## config.mk

```make
export PLATFORM = sky130hd
export DESIGN_NAME = ewc_top
export DESIGN_NICKNAME = d
export VERILOG_FILES = /design/src/hdl/ewc_pkg.sv /design/src/hdl/ewc_pulse_gen.sv /design/src/hdl/ewc_top.sv
export SDC_FILE = /design/constraint.sdc
export NUM_CORES = 1
export LEC_CHECK = 0
export BUFFER_PORTS_ARGS = -buffer_cell sky130_fd_sc_hd__buf_2
export CAP_MARGIN = 5
export CORE_MARGIN = 2
export CORE_UTILIZATION = 60
export CTS_BUF_LIST = sky130_fd_sc_hd__clkbuf_8 sky130_fd_sc_hd__clkbuf_16
export DETAILED_ROUTE_END_ITERATION = 12
export PLACE_DENSITY = 0.88
export SLEW_MARGIN = 40
export SYNTH_ARGS = -nofsm -noshare
export SYNTH_HDL_FRONTEND = slang
export SYNTH_SLANG_ARGS = --single-unit
```

## constraint.sdc

```tcl
create_clock -name clk -period 5.9 [get_ports clk]
set_clock_uncertainty 0.2 [all_clocks]
set_input_delay 1.18 -clock clk [delete_from_list [all_inputs] [get_ports clk]]
set_output_delay 1.18 -clock clk [all_outputs]
set_load 0.05 [all_outputs]
```

## src/hdl/ewc_pkg.sv

```systemverilog
// Package for the energy watch power control block
package ewc_pkg;
    // ****************************************
    // Register map and fields
    // ****************************************
    localparam logic [4:0] EWC_CTRL_ADDR = 5'h1d;
    localparam int EWC_EN_BIT = 15;
    localparam int EWC_AUTO_WAKE_BIT = 14;
    localparam int EWC_AUTO_SLEEP_BIT = 13;
    localparam int EWC_MAN_BIT = 12;
    localparam int EWC_BURST_DIS_BIT = 11;
    localparam int EWC_PWR_BIT = 10;
    localparam int EWC_ERR_HIT_BIT = 9;
    localparam int EWC_DATA_HIT_BIT = 8;
    localparam int EWC_ERR_THR_LSB = 4;
    localparam int EWC_DATA_THR_LSB = 0;
    localparam logic [3:0] EWC_THR_RESET = 4'h1;
    localparam logic EWC_AUTO_RESET = 1'b1;
    // ****************************************
    // Timing
    // ****************************************
    localparam int EWC_CLK_HZ = 10000000;
    localparam int EWC_IDLE_S = 2;
    localparam int EWC_IDLE_CYCLES = EWC_IDLE_S * EWC_CLK_HZ;
    localparam logic [2:0] EWC_BURST_LEN = 3'h4;

    typedef struct packed {
        logic enable;
        logic auto_wake;
        logic auto_sleep;
        logic burst_dis;
        logic [3:0] err_thr;
        logic [3:0] data_thr;
    } ewc_cfg_s;

    typedef enum logic [1:0] {
        EWC_DOWN = 2'b01,
        EWC_UP = 2'b10
    } ewc_state_e;
endpackage : ewc_pkg

```

## src/hdl/ewc_pulse_gen.sv

```systemverilog
// Energy detect pulse burst generator
`timescale 1ns/10ps
module ewc_pulse_gen
    import ewc_pkg::*;
(
    // Clock and reset
    input wire logic clk,
    input wire logic sys_rst,
    // Control
    input wire logic start,
    input wire logic burst_dis,
    // Pulse out
    output logic pulse
);
    logic [2:0] left_q, left_d;
    logic pulse_q, pulse_d;

    always_comb
    begin
        left_d = left_q;
        pulse_d = 1'b0;
        if (start)
        begin
            left_d = burst_dis ? 3'h1 : EWC_BURST_LEN;
        end
        else if (left_q != 3'h0)
        begin
            pulse_d = 1'b1;
            left_d = left_q - 3'h1;
        end
    end

    always_ff @(posedge clk)
    begin
        if (sys_rst)
        begin
            left_q <= 3'h0;
            pulse_q <= 1'b0;
        end
        else
        begin
            left_q <= left_d;
            pulse_q <= pulse_d;
        end
    end

    assign pulse = pulse_q;
endmodule : ewc_pulse_gen

```

## src/hdl/ewc_top.sv

```systemverilog
// Energy watch power control: register, counters and power state
`timescale 1ns/10ps
module ewc_top
    import ewc_pkg::*;
#(
    parameter int IDLE_CYCLES = EWC_IDLE_CYCLES
)
(
    // Clock and reset
    input wire logic clk,
    input wire logic sys_rst,
    // Register access
    input wire logic reg_wr,
    input wire logic reg_rd,
    input wire logic [4:0] reg_addr,
    input wire logic [15:0] reg_wdata,
    output logic [15:0] reg_rdata,
    // Line events
    input wire logic line_energy,
    input wire logic data_event,
    input wire logic error_event,
    // Line driver
    output logic line_driver_on,
    output logic energy_pulse
);
    // ****************************************
    // Register state
    // ****************************************
    ewc_cfg_s cfg_q, cfg_d;
    ewc_state_e st_q, st_d;
    logic err_hit_q, err_hit_d;
    logic data_hit_q, data_hit_d;
    logic [3:0] data_cnt_q, data_cnt_d;
    logic [3:0] err_cnt_q, err_cnt_d;
    logic [24:0] idle_q, idle_d;
    logic [15:0] rdata_q, rdata_d;
    logic drv_q, drv_d;
    logic sel, man_wr, data_reached, err_reached, wake;
    localparam ewc_cfg_s CFG_RST = '{1'b0, EWC_AUTO_RESET, EWC_AUTO_RESET, 1'b0, EWC_THR_RESET,
                                     EWC_THR_RESET};

    function automatic logic [3:0] sat_inc(input logic [3:0] v);
        sat_inc = (v == 4'hf) ? v : v + 4'h1;
    endfunction : sat_inc

    function automatic logic [15:0] pack_reg(input ewc_cfg_s c, input logic pwr,
                                             input logic eh, input logic dh);
        pack_reg = {c.enable, c.auto_wake, c.auto_sleep, 1'b0, c.burst_dis, pwr, eh, dh,
                    c.err_thr, c.data_thr};
    endfunction : pack_reg

    always_comb
    begin
        sel = (reg_addr == EWC_CTRL_ADDR);
        man_wr = reg_wr && sel && reg_wdata[EWC_MAN_BIT];
        data_reached = sat_inc(data_cnt_q) >= cfg_q.data_thr;
        err_reached = sat_inc(err_cnt_q) >= cfg_q.err_thr;
    end

    // ****************************************
    // Configuration writes
    // ****************************************
    always_comb
    begin
        cfg_d = cfg_q;
        if (reg_wr && sel)
        begin
            cfg_d.enable = reg_wdata[EWC_EN_BIT];
            cfg_d.auto_wake = reg_wdata[EWC_AUTO_WAKE_BIT];
            cfg_d.auto_sleep = reg_wdata[EWC_AUTO_SLEEP_BIT];
            cfg_d.burst_dis = reg_wdata[EWC_BURST_DIS_BIT];
            cfg_d.err_thr = reg_wdata[EWC_ERR_THR_LSB +: 4];
            cfg_d.data_thr = reg_wdata[EWC_DATA_THR_LSB +: 4];
        end
    end

    // ****************************************
    // Counters, flags and power state
    // ****************************************
    always_comb
    begin
        data_cnt_d = data_cnt_q;
        err_cnt_d = err_cnt_q;
        idle_d = idle_q;
        err_hit_d = err_hit_q;
        data_hit_d = data_hit_q;
        st_d = st_q;
        wake = 1'b0;
        if (reg_rd && sel)
        begin
            err_hit_d = 1'b0;
            data_hit_d = 1'b0;
        end
        if (!cfg_q.enable)
        begin
            data_cnt_d = 4'h0;
            err_cnt_d = 4'h0;
            idle_d = 25'h0;
            st_d = EWC_UP;
        end
        else
        begin
            if (data_event)
            begin
                idle_d = 25'h0;
                data_cnt_d = sat_inc(data_cnt_q);
                if (data_reached)
                begin
                    data_hit_d = 1'b1;
                end
            end
            else if (idle_q >= 25'(IDLE_CYCLES - 1))
            begin
                idle_d = 25'h0;
                data_cnt_d = 4'h0;
                err_cnt_d = 4'h0;
            end
            else
            begin
                idle_d = idle_q + 25'h1;
            end
            if (error_event)
            begin
                err_cnt_d = sat_inc(err_cnt_q);
                if (err_reached)
                begin
                    err_hit_d = 1'b1;
                end
            end
            if (man_wr)
            begin
                st_d = (st_q == EWC_UP) ? EWC_DOWN : EWC_UP;
            end
            else
            begin
                case (st_q)
                    EWC_DOWN:
                    begin
                        if (cfg_q.auto_wake && data_event && data_reached)
                        begin
                            st_d = EWC_UP;
                        end
                    end
                    EWC_UP:
                    begin
                        if (cfg_q.auto_sleep && !line_energy)
                        begin
                            st_d = EWC_DOWN;
                        end
                    end
                    default:
                    begin
                        st_d = EWC_DOWN;
                    end
                endcase
            end
            wake = (st_q == EWC_DOWN) && (st_d == EWC_UP);
        end
        drv_d = (st_d == EWC_UP);
        rdata_d = pack_reg(cfg_d, st_d == EWC_UP, err_hit_d, data_hit_d);
    end

    always_ff @(posedge clk)
    begin
        if (sys_rst)
        begin
            cfg_q <= CFG_RST;
            st_q <= EWC_UP;
            err_hit_q <= 1'b0;
            data_hit_q <= 1'b0;
            data_cnt_q <= 4'h0;
            err_cnt_q <= 4'h0;
            idle_q <= 25'h0;
            rdata_q <= pack_reg(CFG_RST, 1'b1, 1'b0, 1'b0);
            drv_q <= 1'b1;
        end
        else
        begin
            cfg_q <= cfg_d;
            st_q <= st_d;
            err_hit_q <= err_hit_d;
            data_hit_q <= data_hit_d;
            data_cnt_q <= data_cnt_d;
            err_cnt_q <= err_cnt_d;
            idle_q <= idle_d;
            rdata_q <= rdata_d;
            drv_q <= drv_d;
        end
    end

    assign reg_rdata = rdata_q;
    assign line_driver_on = drv_q;

    ewc_pulse_gen u_pulse (
        .clk(clk),
        .sys_rst(sys_rst),
        .start(wake),
        .burst_dis(cfg_q.burst_dis),
        .pulse(energy_pulse)
    );

    // ****************************************
    // Assertions
    // ****************************************
    property p_disabled_up;
        @(posedge clk) disable iff (sys_rst) !cfg_q.enable |=> st_q == EWC_UP;
    endproperty
    a_disabled_up: assert property (p_disabled_up) else $error("state not up when off");

    property p_auto_wake;
        @(posedge clk) disable iff (sys_rst)
            cfg_q.enable && st_q == EWC_DOWN && cfg_q.auto_wake && data_event && data_reached
            && !man_wr |=> st_q == EWC_UP;
    endproperty
    a_auto_wake: assert property (p_auto_wake) else $error("auto wake missed");

    property p_auto_sleep;
        @(posedge clk) disable iff (sys_rst)
            cfg_q.enable && st_q == EWC_UP && cfg_q.auto_sleep && !line_energy && !man_wr
            |=> st_q == EWC_DOWN;
    endproperty
    a_auto_sleep: assert property (p_auto_sleep) else $error("auto sleep missed");

    property p_manual;
        @(posedge clk) disable iff (sys_rst)
            cfg_q.enable && man_wr |=> st_q != $past(st_q);
    endproperty
    a_manual: assert property (p_manual) else $error("manual toggle missed");

    property p_burst;
        @(posedge clk) disable iff (sys_rst)
            wake && !cfg_q.burst_dis |=> ##1 energy_pulse [*4] ##1 !energy_pulse;
    endproperty
    a_burst: assert property (p_burst) else $error("burst length wrong");

    property p_single;
        @(posedge clk) disable iff (sys_rst)
            wake && cfg_q.burst_dis |=> ##1 energy_pulse ##1 !energy_pulse;
    endproperty
    a_single: assert property (p_single) else $error("single pulse wrong");

    property p_pwr_bit;
        @(posedge clk) disable iff (sys_rst)
            reg_rdata[EWC_PWR_BIT] == (st_q == EWC_UP);
    endproperty
    a_pwr_bit: assert property (p_pwr_bit) else $error("power bit wrong");

    property p_err_hit;
        @(posedge clk) disable iff (sys_rst)
            cfg_q.enable && error_event && err_reached |=> err_hit_q;
    endproperty
    a_err_hit: assert property (p_err_hit) else $error("error flag not set");

    property p_data_hit;
        @(posedge clk) disable iff (sys_rst)
            cfg_q.enable && data_event && data_reached |=> data_hit_q;
    endproperty
    a_data_hit: assert property (p_data_hit) else $error("data flag not set");

    property p_cor;
        @(posedge clk) disable iff (sys_rst)
            reg_rd && sel && data_hit_q && !(cfg_q.enable && data_event)
            |-> reg_rdata[EWC_DATA_HIT_BIT] ##1 !data_hit_q;
    endproperty
    a_cor: assert property (p_cor) else $error("clear on read wrong");

    property p_idle;
        @(posedge clk) disable iff (sys_rst)
            cfg_q.enable && !data_event && idle_q >= 25'(IDLE_CYCLES - 1) |=> data_cnt_q == 4'h0;
    endproperty
    a_idle: assert property (p_idle) else $error("idle clear missed");

    property p_thr_wr;
        @(posedge clk) disable iff (sys_rst)
            reg_wr && sel |=> cfg_q.data_thr == $past(reg_wdata[3:0]);
    endproperty
    a_thr_wr: assert property (p_thr_wr) else $error("threshold write lost");

    c_wake: cover property (@(posedge clk) wake);
    c_sleep: cover property (@(posedge clk) st_q == EWC_UP ##1 st_q == EWC_DOWN);
    c_err: cover property (@(posedge clk) err_hit_q);
    c_man: cover property (@(posedge clk) cfg_q.enable && man_wr);
endmodule : ewc_top

```

# ---- Word-level counts from Yosys, hierarchy flattened
# Cells that the tools add are included.
dict set report word_totals {
  ff_bits 70
  in_bits 28
  elab_cells 76
}
dict set report op_classes {
  addsub 4
  n_lt_le_gt_ge 3
  eq_ne 8
  muxes 27
  bitwise_logic 1
  n_reduce_logical 16
}
# op count
set op_table {}
lappend op_table {{$add A25 B1 Y25 const B} 1}
lappend op_table {{$ge A25 B25 Y1 const B} 1}
lappend op_table {{$mux W4} 6}
lappend op_table {{$mux W12} 1}
lappend op_table {{$mux W2} 6}
lappend op_table {{$mux W1} 10}
lappend op_table {{$mux W3} 3}
lappend op_table {{$add A4 B1 Y4 const B} 2}
lappend op_table {{$eq A4 B4 Y1 const B} 2}
lappend op_table {{$ge A4 B4 Y1} 2}
lappend op_table {{$logic_and A1 B1 Y1} 7}
lappend op_table {{$eq A2 B2 Y1 const B} 3}
lappend op_table {{$reduce_bool A2 Y1} 3}
lappend op_table {{$eq A5 B5 Y1 const B} 1}
lappend op_table {{$pmux W2 S2} 1}
lappend op_table {{$reduce_or A2 Y1} 2}
lappend op_table {{$reduce_or A4 Y1} 1}
lappend op_table {{$reduce_bool A3 Y1} 1}
lappend op_table {{$sub A3 B1 Y3 const B} 1}
lappend op_table {{$eq A2 B1 Y1 const B} 1}
lappend op_table {{$ne A2 B1 Y1 const B} 1}
lappend op_table {{$reduce_and A2 Y1} 1}
lappend op_table {{$logic_not A1 Y1} 1}
lappend op_table {{$not A1 Y1} 1}

# ---- Longest topological paths before layout
# Gate-level depths: netlist of run 1.
dict set report depth {
  ltp_word 12
  depth_mapped 10
  ltp_nobuf 10
}

# ---- Cells and area by module
# A second synthesis of run 1 with hierarchy kept.
dict set report unflattened {
  hier_cells 357
  hier_area_um2 3070.4
}
# mod n_inst cells_per_inst area_each_um2 seq_area_each_um2
set modules_own_cells {}
lappend modules_own_cells {ewc_top 1 336 2879.0 1001.0}
lappend modules_own_cells {ewc_pulse_gen 1 21 191.4 80.1}

# ---- Worst setup path before layout of run 1
# OpenSTA, ideal clock, no wires.
dict set report synth_path {
  path_kind {input to register}
  start {input port reg_addr[1]}
  end {register u_pulse.left_q[0]}
  arrival_time_ns 2.529
  required_time_ns 5.579
  slack_ns 3.051
  stages 6
  path_cell_list {nand3b_1 > or2_2 > nand2_1 > o211ai_1 > nor3_2 > mux2_2}
}
dict set report synth_via {
  elab_chain_len 9
  elab_cells_between_ends 10
}
# item line
set synth_lines {}
lappend synth_lines {{from (decl)} ewc_top.sv:15} ;# input wire logic [4:0] reg_addr,
lappend synth_lines {{$eq A5 B5 Y1 *} ewc_top.sv:54} ;# sel = (reg_addr == EWC_CTRL_ADDR);
lappend synth_lines {{$logic_and A1 B1 Y1 * (2 in a row)} ewc_top.sv:55} ;# man_wr = reg_wr && sel && reg_wdata[EWC_MAN_BIT];
lappend synth_lines {{$mux W2 *} ewc_top.sv:130} ;# if (man_wr)
lappend synth_lines {{$mux W2 *} ewc_top.sv:94} ;# if (!cfg_q.enable)
lappend synth_lines {{$eq A2 B2 Y1 *} ewc_top.sv:157} ;# wake = (st_q == EWC_DOWN) && (st_d == EWC_UP);
lappend synth_lines {{$logic_and A1 B1 Y1 *} ewc_top.sv:157}
lappend synth_lines {{$mux W1 *} ewc_top.sv:94}
lappend synth_lines {{$mux W3 / $reduce_bool A2 Y1 (equally long branches)} --}
lappend synth_lines {{to (signal assigned)} ewc_pulse_gen.sv:42} ;# left_q <= left_d;
lappend synth_lines {{to (decl)} ewc_pulse_gen.sv:15} ;# logic [2:0] left_q, left_d;
# Mark *: on every way between the ends. The rest lies on a longest branch, timed or not. The select of a mux whose other input is x is not followed.
# A chain may end at the register's enable or synchronous reset.

# ---- Worst setup path after layout of run 1
dict set report layout_path {
  start {register data_cnt_q[0]}
  end {register u_pulse.left_q[1]}
}
dict set report layout_via {
  elab_chain_len 12
  elab_cells_between_ends 14
}
# item line
set layout_lines {}
lappend layout_lines {{from (decl)} ewc_top.sv:33} ;# logic [3:0] data_cnt_q, data_cnt_d;
lappend layout_lines {{from (signal assigned)} ewc_top.sv:183} ;# data_cnt_q <= data_cnt_d;
lappend layout_lines {{$add A4 B1 Y4 / $eq A4 B4 Y1 (equally long branches)} ewc_top.sv:43} ;# sat_inc = (v == 4'hf) ? v : v + 4'h1;
lappend layout_lines {{$mux W4 *} --}
lappend layout_lines {{$ge A4 B4 Y1 *} ewc_top.sv:56} ;# data_reached = sat_inc(data_cnt_q) >= cfg_q.data_thr;
lappend layout_lines {{$logic_and A1 B1 Y1 *} ewc_top.sv:139} ;# if (cfg_q.auto_wake && data_event && data_reached)
lappend layout_lines {{$mux W2 *} ewc_top.sv:139}
lappend layout_lines {{$pmux W2 S2 *} ewc_top.sv:136} ;# case (st_q)
lappend layout_lines {{$mux W2 *} ewc_top.sv:130}
lappend layout_lines {{$mux W2 *} ewc_top.sv:94}
lappend layout_lines {{$eq A2 B2 Y1 *} ewc_top.sv:157}
lappend layout_lines {{$logic_and A1 B1 Y1 *} ewc_top.sv:157}
lappend layout_lines {{$mux W1 *} ewc_top.sv:94}
lappend layout_lines {{$mux W3 / $reduce_bool A2 Y1 (equally long branches)} --}
# Marks and branches as above.

==> results.py, run 1 <==
metrics = {
    "route": {
        "vias": 2418,
        "routed-wl-met3_um": 159,
        "viasPerCell": 5.64,
        "drt_iter0_drc": 123,
        "drc": 0,
        "antenna_left": 0,
        "wl_mm": 5.65,
        "firstDrtPassIters": 6,
        "top_layer_used": "met4",
        "dr_wl_met2_mm": 2.87,
        "post_drt_wl_per_cell_um": 13.2,
        "met1_length_mm": 2.52,
    },
    "clock_network": {
        "ctsHtreeMaxLevel": 2,
        "postCtsResizedCells": 0,
        "cts_buffers": 5,
        "clkTransAtPathRegs_ps": 100,
        "cts_sinks": 54,
        "clockBufferDepth": 2,
        "cts_tree": "yes",
        "hold_buffers": 0,
        "cts_setup_buffers": 0,
        "insertion_delay_ps": 310,
        "root_buffer": "clkbuf_8",
    },
    "sta": {
        "worst_slew_pin_slew_ps": 742,
        "hold_ws_ps": 268,
        "setup_tns_ps": 0,
        "slew_headroom_pct": 50.1,
        "min_period_ps": 3170,
        "min_period_over_period_pct": 53.7,
        "rsz0062_at_grt": "false",
        "setup_viol": 0,
        "timing.fmax_mhz": 315,
        "finalMaxSlewViolations": 0,
        "finalHoldViolations": 0,
    },
    "synth": {
        "yosysWarnings": 0,
        "syn_nets": 385,
        "synth_edf_count": 0,
        "ys_ff_latch": 54,
        "syn_area_um2": 2800,
        "synth.distinct_cells": 44,
        "synth_seq_area_share_pct": 38.6,
        "syn_inst": 342,
        "ys.flop_type": "dfxtp_1",
        "avgSynthCellArea_um2": 8.18,
        "ys_async_sr_fraction_pct": 0,
    },
    "global_route": {
        "grt_pass1_vias": 2309,
        "gr-total-overflow": 0,
        "track_usage_pct": 22.7,
        "antenna_found_initial": 0,
        "grt_pass1_wl_mm": 9.68,
        "grt_max_degree": 30,
    },
    "setup_path": {
        "worstPathRequired_ps": 5900,
        "crit_end": "u_pulse.left_q[1]",
        "crit_type": "reg2reg",
        "reg2reg_depth": 10,
        "rr_endpoint": "u_pulse.left_q[1]",
        "r2r-start": "data_cnt_q[0]",
        "start_kind": "register",
        "crit_path_start": "data_cnt_q[0]",
        "cp_max_fo": 5,
        "r2r_setup_slack_ps": 2730,
        "crit_path_end_kind": "register",
        "worstPathArrival_ps": 3170,
    },
    "floorplanning": {
        "pin_count": 46,
        "start_util_pct": 63.4,
        "die_h_um": 72.3,
        "fp.dieArea_um2": 5230,
        "rows": 24,
        "core_um2": 4410,
        "die_w_um": 72.3,
    },
    "layout": {
        "finalNetCount": 419,
        "syn_to_final_growth_pct": 10.6,
        "antenna_cells": 0,
        "nFillCells": 354,
        "drive_above_1_share_pct": 15.1,
        "fin_util_pct": 70.1,
        "final_design_area_no_fill_um2": 3100,
    },
    "min_path": {
        "min_path_type": "reg2reg",
    },
    "pwr": {
        "leakage_nw": 1.17,
        "irDropWorstVdd_mv": 0.132,
        "p_per_area_nw_per_um2": 236,
    },
    "job": {
        "cap_violations": 0,
    },
    "placement": {
        "dp_hpwl_mm": 4.15,
        "place_congestion": 0.823,
        "postPlaceCellArea_um2": 2980,
        "port_buffers": 41,
    },
    "status": {
        "outcome": "finished, final reports clean",
    },
}
placed cells by master, fill, tap and decap left out, types with 3 or more instances in the layout:
| cell | synthesis | final |
|---|---|---|
| and3_1 | 6 | 6 |
| o21ai_0 | 5 | 5 |
| xor2_1 | 10 | 10 |
| o32ai_1 | 3 | 3 |
| dfxtp_1 | 54 | 54 |
| buf_2 | 0 | 41 |
| ha_1 | 15 | 15 |
| nor2_1 | 49 | 48 |
| nand4_1 | 3 | 3 |
| nand2_1 | 36 | 36 |
| and2_1 | 3 | 3 |
| nor2b_1 | 4 | 4 |
| o31ai_1 | 5 | 5 |
| nand3b_1 | 6 | 6 |
| xnor2_1 | 16 | 16 |
| nand2b_1 | 3 | 3 |
| clkbuf_8 | 0 | 5 |
| a21oi_1 | 18 | 18 |
| nor3_1 | 7 | 7 |
| inv_1 | 22 | 23 |
| o211ai_1 | 4 | 4 |
| nand3_1 | 32 | 32 |
state kept, by name, indices dropped and copies added (netlist names):
name and flops:
u_pulse.pulse 1, cfg_q 7, data_cnt_q 4, st_q 2
idle_q 25, err_cnt_q 4, reg_rdata 8, u_pulse.left_q 3
layer usage:
metal | up-vias | global-route usage (%)
met5 | - | 0
met4 | 0 | 7.34
met3 | 12 | 4.72
met2 | 33 | 40.2
met1 | 1145 | 27.5
li1 | 1228 | -
synth_stat cells (2+ instances only):
library cell | n | share of area, %
nand3b_1 | 6 | 1.6
nor2b_1 | 4 | 0.89
a21oi_1 | 18 | 3.2
and3_1 | 6 | 1.3
a21o_1 | 2 | 0.54
nand2_1 | 36 | 4.8
buf_6 | 2 | 0.80
and2_1 | 3 | 0.67
o21ai_0 | 5 | 0.89
buf_4 | 6 | 1.6
o21a_1 | 2 | 0.54
inv_1 | 22 | 3.0
o211ai_1 | 4 | 1.1
dfxtp_1 | 54 | 39
nand3_1 | 32 | 5.7
nor4_1 | 2 | 0.45
xnor2_1 | 16 | 5.0
nand4_1 | 3 | 0.67
or3_1 | 2 | 0.45
o31ai_1 | 5 | 1.3
nor2_1 | 49 | 6.6
clkbuf_1 | 7 | 0.94
mux2_2 | 2 | 0.80
ha_1 | 15 | 6.7
nand2b_1 | 3 | 0.67
xor2_1 | 10 | 3.1
o32ai_1 | 3 | 0.94
nor3_1 | 7 | 1.3
how the worst min path moves through the flow:
stage / cells past startpoint / endpoint / from
finish: 2 / reg_rdata[9] / reg_rdata[9]
global route: 2 / cfg_q[6] / cfg_q[6]
CTS: 2 / reg_rdata[9] / reg_rdata[9]
detailed placement: 2 / reg_rdata[9] / reg_rdata[9]
global placement: 2 / reg_rdata[9] / reg_rdata[9]
floorplan: 2 / reg_rdata[9] / reg_rdata[9]
power by group:
group,switching [mW],internal [mW],leakage [nW]
combinational,0.0585,0.0453,0.676
sequential,0.00682,0.377,0.436
clock,0.116,0.125,0.0556
total,0.181,0.548,1.17
layout make-up:
| type | count | area (um2) | share of cell area [%] |
|---|---|---|---|
| Multi-Input combinational cell | 251 | 1540 | 49.9 |
| Sequential cell | 54 | 1080 | 34.9 |
| Timing Repair Buffer | 42 | 213 | 6.87 |
| Inverter | 22 | 82.6 | 2.67 |
| Clock buffer | 5 | 68.8 | 2.22 |
| Tap cell | 52 | 65.1 | 2.10 |
| Clock inverter | 3 | 41.3 | 1.33 |
logic make-up after synthesis:
kind of cell	share of synthesized area, %
AOI/OAI and AO/OA	12.2
xor gates and xnor gates	8.14
adders and majority gates	6.71
buffers and inverters	6.30
DFF	38.6
muxes	1.16
other	0.134
and+or+nand+nor	26.8
critical path, stage by stage (launching register included):
cell and delay [ps]:
dfxtp_1 430, ha_1 270, nand3_1 200, xnor2_1 180, ha_1 270, nand2b_4 150
a2111oi_4 410, o311ai_0 210, o211ai_1 300, nor3_2 130, a2111oi_2 330
metrics by stage:
| stage | std cells | total power [mW] | setup slack [ps] |
|---|---|---|---|
| 2_1_floorplan | 342 | 0.475 | 3050 |
| 3_3_place_gp | 421 | 0.492 | 2780 |
| 3_5_place_dp | 421 | 0.497 | 2730 |
| 4_1_cts | 429 | 0.735 | 2770 |
| 5_1_grt | 429 | 0.761 | 2500 |
| 6_report | 429 | 0.729 | 2730 |
No activity file was read; power rests on OpenSTA's default activity.
==> inputs of run 2 (changes only) <==
Settings changed: CORE_UTILIZATION 60 to 51, PLACE_DENSITY 0.88 to 0.8.
Clock period 5.9 ns to 2.9 ns, I/O delays scaled along.
==> run 2 against run 1 <==
Critical path depth unchanged. Critical path type unchanged. Worst setup slack worse by 2600 ps. Routed wire length fell by 4.7%. Total power rose by 95%. Core utilization is 8.7 points lower. Combinational power increased by 120%. Maximum frequency up 16%. Global-route usage fell by 4.0 points. Largest power group unchanged. Clock power rose by 74%. Sequential share of layout area is 0.98 points lower.
==> results.py, run 2 (synthesis gave the netlist of run 1 again) <==
metrics = {
    "layout": {
        "finalNetCount": 426,
        "drive_above_1_share_pct": 18.2,
        "largest_register_ffs": 25,
        "max_flop_register": "idle_q",
        "syn_to_final_growth_pct": 14.3,
        "final_cell_mix": "dfxtp_1 (52), nor2_1 (49), buf_2 (41)",
        "final_common_cell": "dfxtp_1",
        "finalNonFillerCells": 454,
        "antenna_cells": 0,
    },
    "global_route": {
        "grt_most_used_layer": "met2",
        "grt_pass1_wl_mm": 9.45,
        "met2_usage_pct": 32.2,
        "grtUsageMet1_pct": 23.7,
        "track_usage_pct": 18.7,
        "antenna_found_initial": 0,
        "gr-total-overflow": 0,
        "gr-usage-met3_pct": 3.22,
        "grt_pass1_vias": 2231,
        "grt_max_degree": 22,
    },
    "placement": {
        "place_ws_ps": -99.2,
        "port_buffers": 41,
        "dp_cells": 445,
        "place_congestion": 0.891,
        "dp_hpwl_mm": 4.03,
    },
    "clock_network": {
        "ctsHtreeMaxLevel": 2,
        "cts_buffers": 5,
        "clkTransAtPathRegs_ps": 90,
        "cts_sinks": 54,
        "cts_tree": "yes",
        "clockBufferDepth": 2,
        "insertion_delay_ps": 310,
        "root_buffer": "clkbuf_8",
    },
    "floorplanning": {
        "fp.dieArea_um2": 6100,
        "die_w_um": 78.1,
        "pin_count": 46,
        "core_um2": 5200,
        "start_util_pct": 53.8,
        "rows": 26,
        "die_h_um": 78.1,
    },
    "setup_path": {
        "start_kind": "register",
        "reg2reg_depth": 10,
        "crit_path_start": "data_cnt_q[1]",
        "cp_max_fo": 4,
        "crit_path_end_kind": "register",
        "crit_type": "reg2reg",
        "r2r-start": "data_cnt_q[1]",
        "worstPathArrival_ps": 2740,
        "worstPathRequired_ps": 2900,
    },
    "route": {
        "drt_iter0_drc": 123,
        "post_drt_wl_per_cell_um": 11.9,
        "firstDrtPassIters": 5,
        "wl_mm": 5.38,
        "antenna_left": 0,
        "drc": 0,
        "viasPerCell": 5.23,
        "vias": 2376,
    },
    "sta": {
        "setup_slack_ps": 163,
        "finalHoldViolations": 0,
        "setup_viol": 0,
        "min_period_ps": 2740,
        "timing.fmax_mhz": 365,
        "min_period_over_period_pct": 94.4,
        "finalMaxSlewViolations": 0,
    },
    "pwr": {
        "leakage_nw": 1.20,
        "clkPwrFrac_pct": 29.4,
        "p_seq_share_pct": 54.8,
        "irDropWorstVdd_mv": 0.336,
        "netSwitchingFraction_pct": 25.7,
        "power.switching_uw": 366,
        "p_int_mw": 1.06,
        "p_per_area_nw_per_um2": 445,
        "p_comb_share_pct": 15.7,
    },
    "status": {
        "outcome": "finished, final reports clean",
    },
    "min_path": {
        "hold_depth": 2,
        "min_from": "reg_rdata[9]",
        "min_path_type": "reg2reg",
    },
    "job": {
        "cap_violations": 0,
    },
}
## run 2: power groups by stage
stage,sequential [mW],clock (mW),combinational [mW]
final,0.781,0.419,0.224
after global routing,0.783,0.466,0.249
after CTS,0.780,0.434,0.225
after detailed placement,0.798,0,0.220
after global placement,0.797,0,0.209
after floorplan,0.823,0,0.143
## run 2: area by class of cell
class | instances | area (um2)
clock inverters | 2 | 8.76
multi-input cells | 251 | 1590
inverters | 22 | 82.6
well taps | 70 | 87.6
clock buffers | 6 | 82.6
fillers | 482 | 2010
repair buffers | 49 | 265
flip-flops and latches | 54 | 1090
## run 2: what timing repair did
action / in CTS / in global routing
endpoints found under the setup margin: 3 / 5
buffers inserted: 1 / 0
resized for setup: 4 / 8
pin swaps: 3 / 6
hold buffers: 0 / 0
cloned: 0 / 0
## run 2: through the flow
| step | setup TNS (ps) | utilization (%) | hold slack [ps] | power [mW] | cell area, um2 |
|---|---|---|---|---|---|
| after CTS | 0 | 60.8 | 275 | 1.44 | 3160 |
| after global routing | -43.1 | 61.5 | 293 | 1.50 | 3200 |
| after detailed placement | -294 | 58.6 | 261 | 1.02 | 3050 |
| after floorplan | 0 | - | 237 | 0.965 | 2800 |
| final | 0 | 61.5 | 274 | 1.42 | 3200 |
| after global placement | 0 | 58.6 | 253 | 1.01 | 3050 |
## run 2: final timing paths
kind / slack, ps / end
max: 160 / u_pulse.left_q[2]
min: 270 / reg_rdata[9]
max reg2reg: 160 / u_pulse.left_q[2]
min reg2reg: 270 / reg_rdata[9]
## run 2: routing by layer
metal | routed length, um | vias up
li1 | - | 1243
met1 | 2470 | 1087
met2 | 2680 | 35
met3 | 142 | 11
met4 | 91 | 0
met5 | 0 | -
## run 2: worst max-delay path: stages, from the launching register on
cell and delay (ps):
dfxtp_4 370, ha_4 170, and3_1 190, nor2_1 150, ha_1 230, o21a_1 140
nor2_1 70, o31ai_2 280, a21oi_1 130, nor3_2 330, mux2_2 370
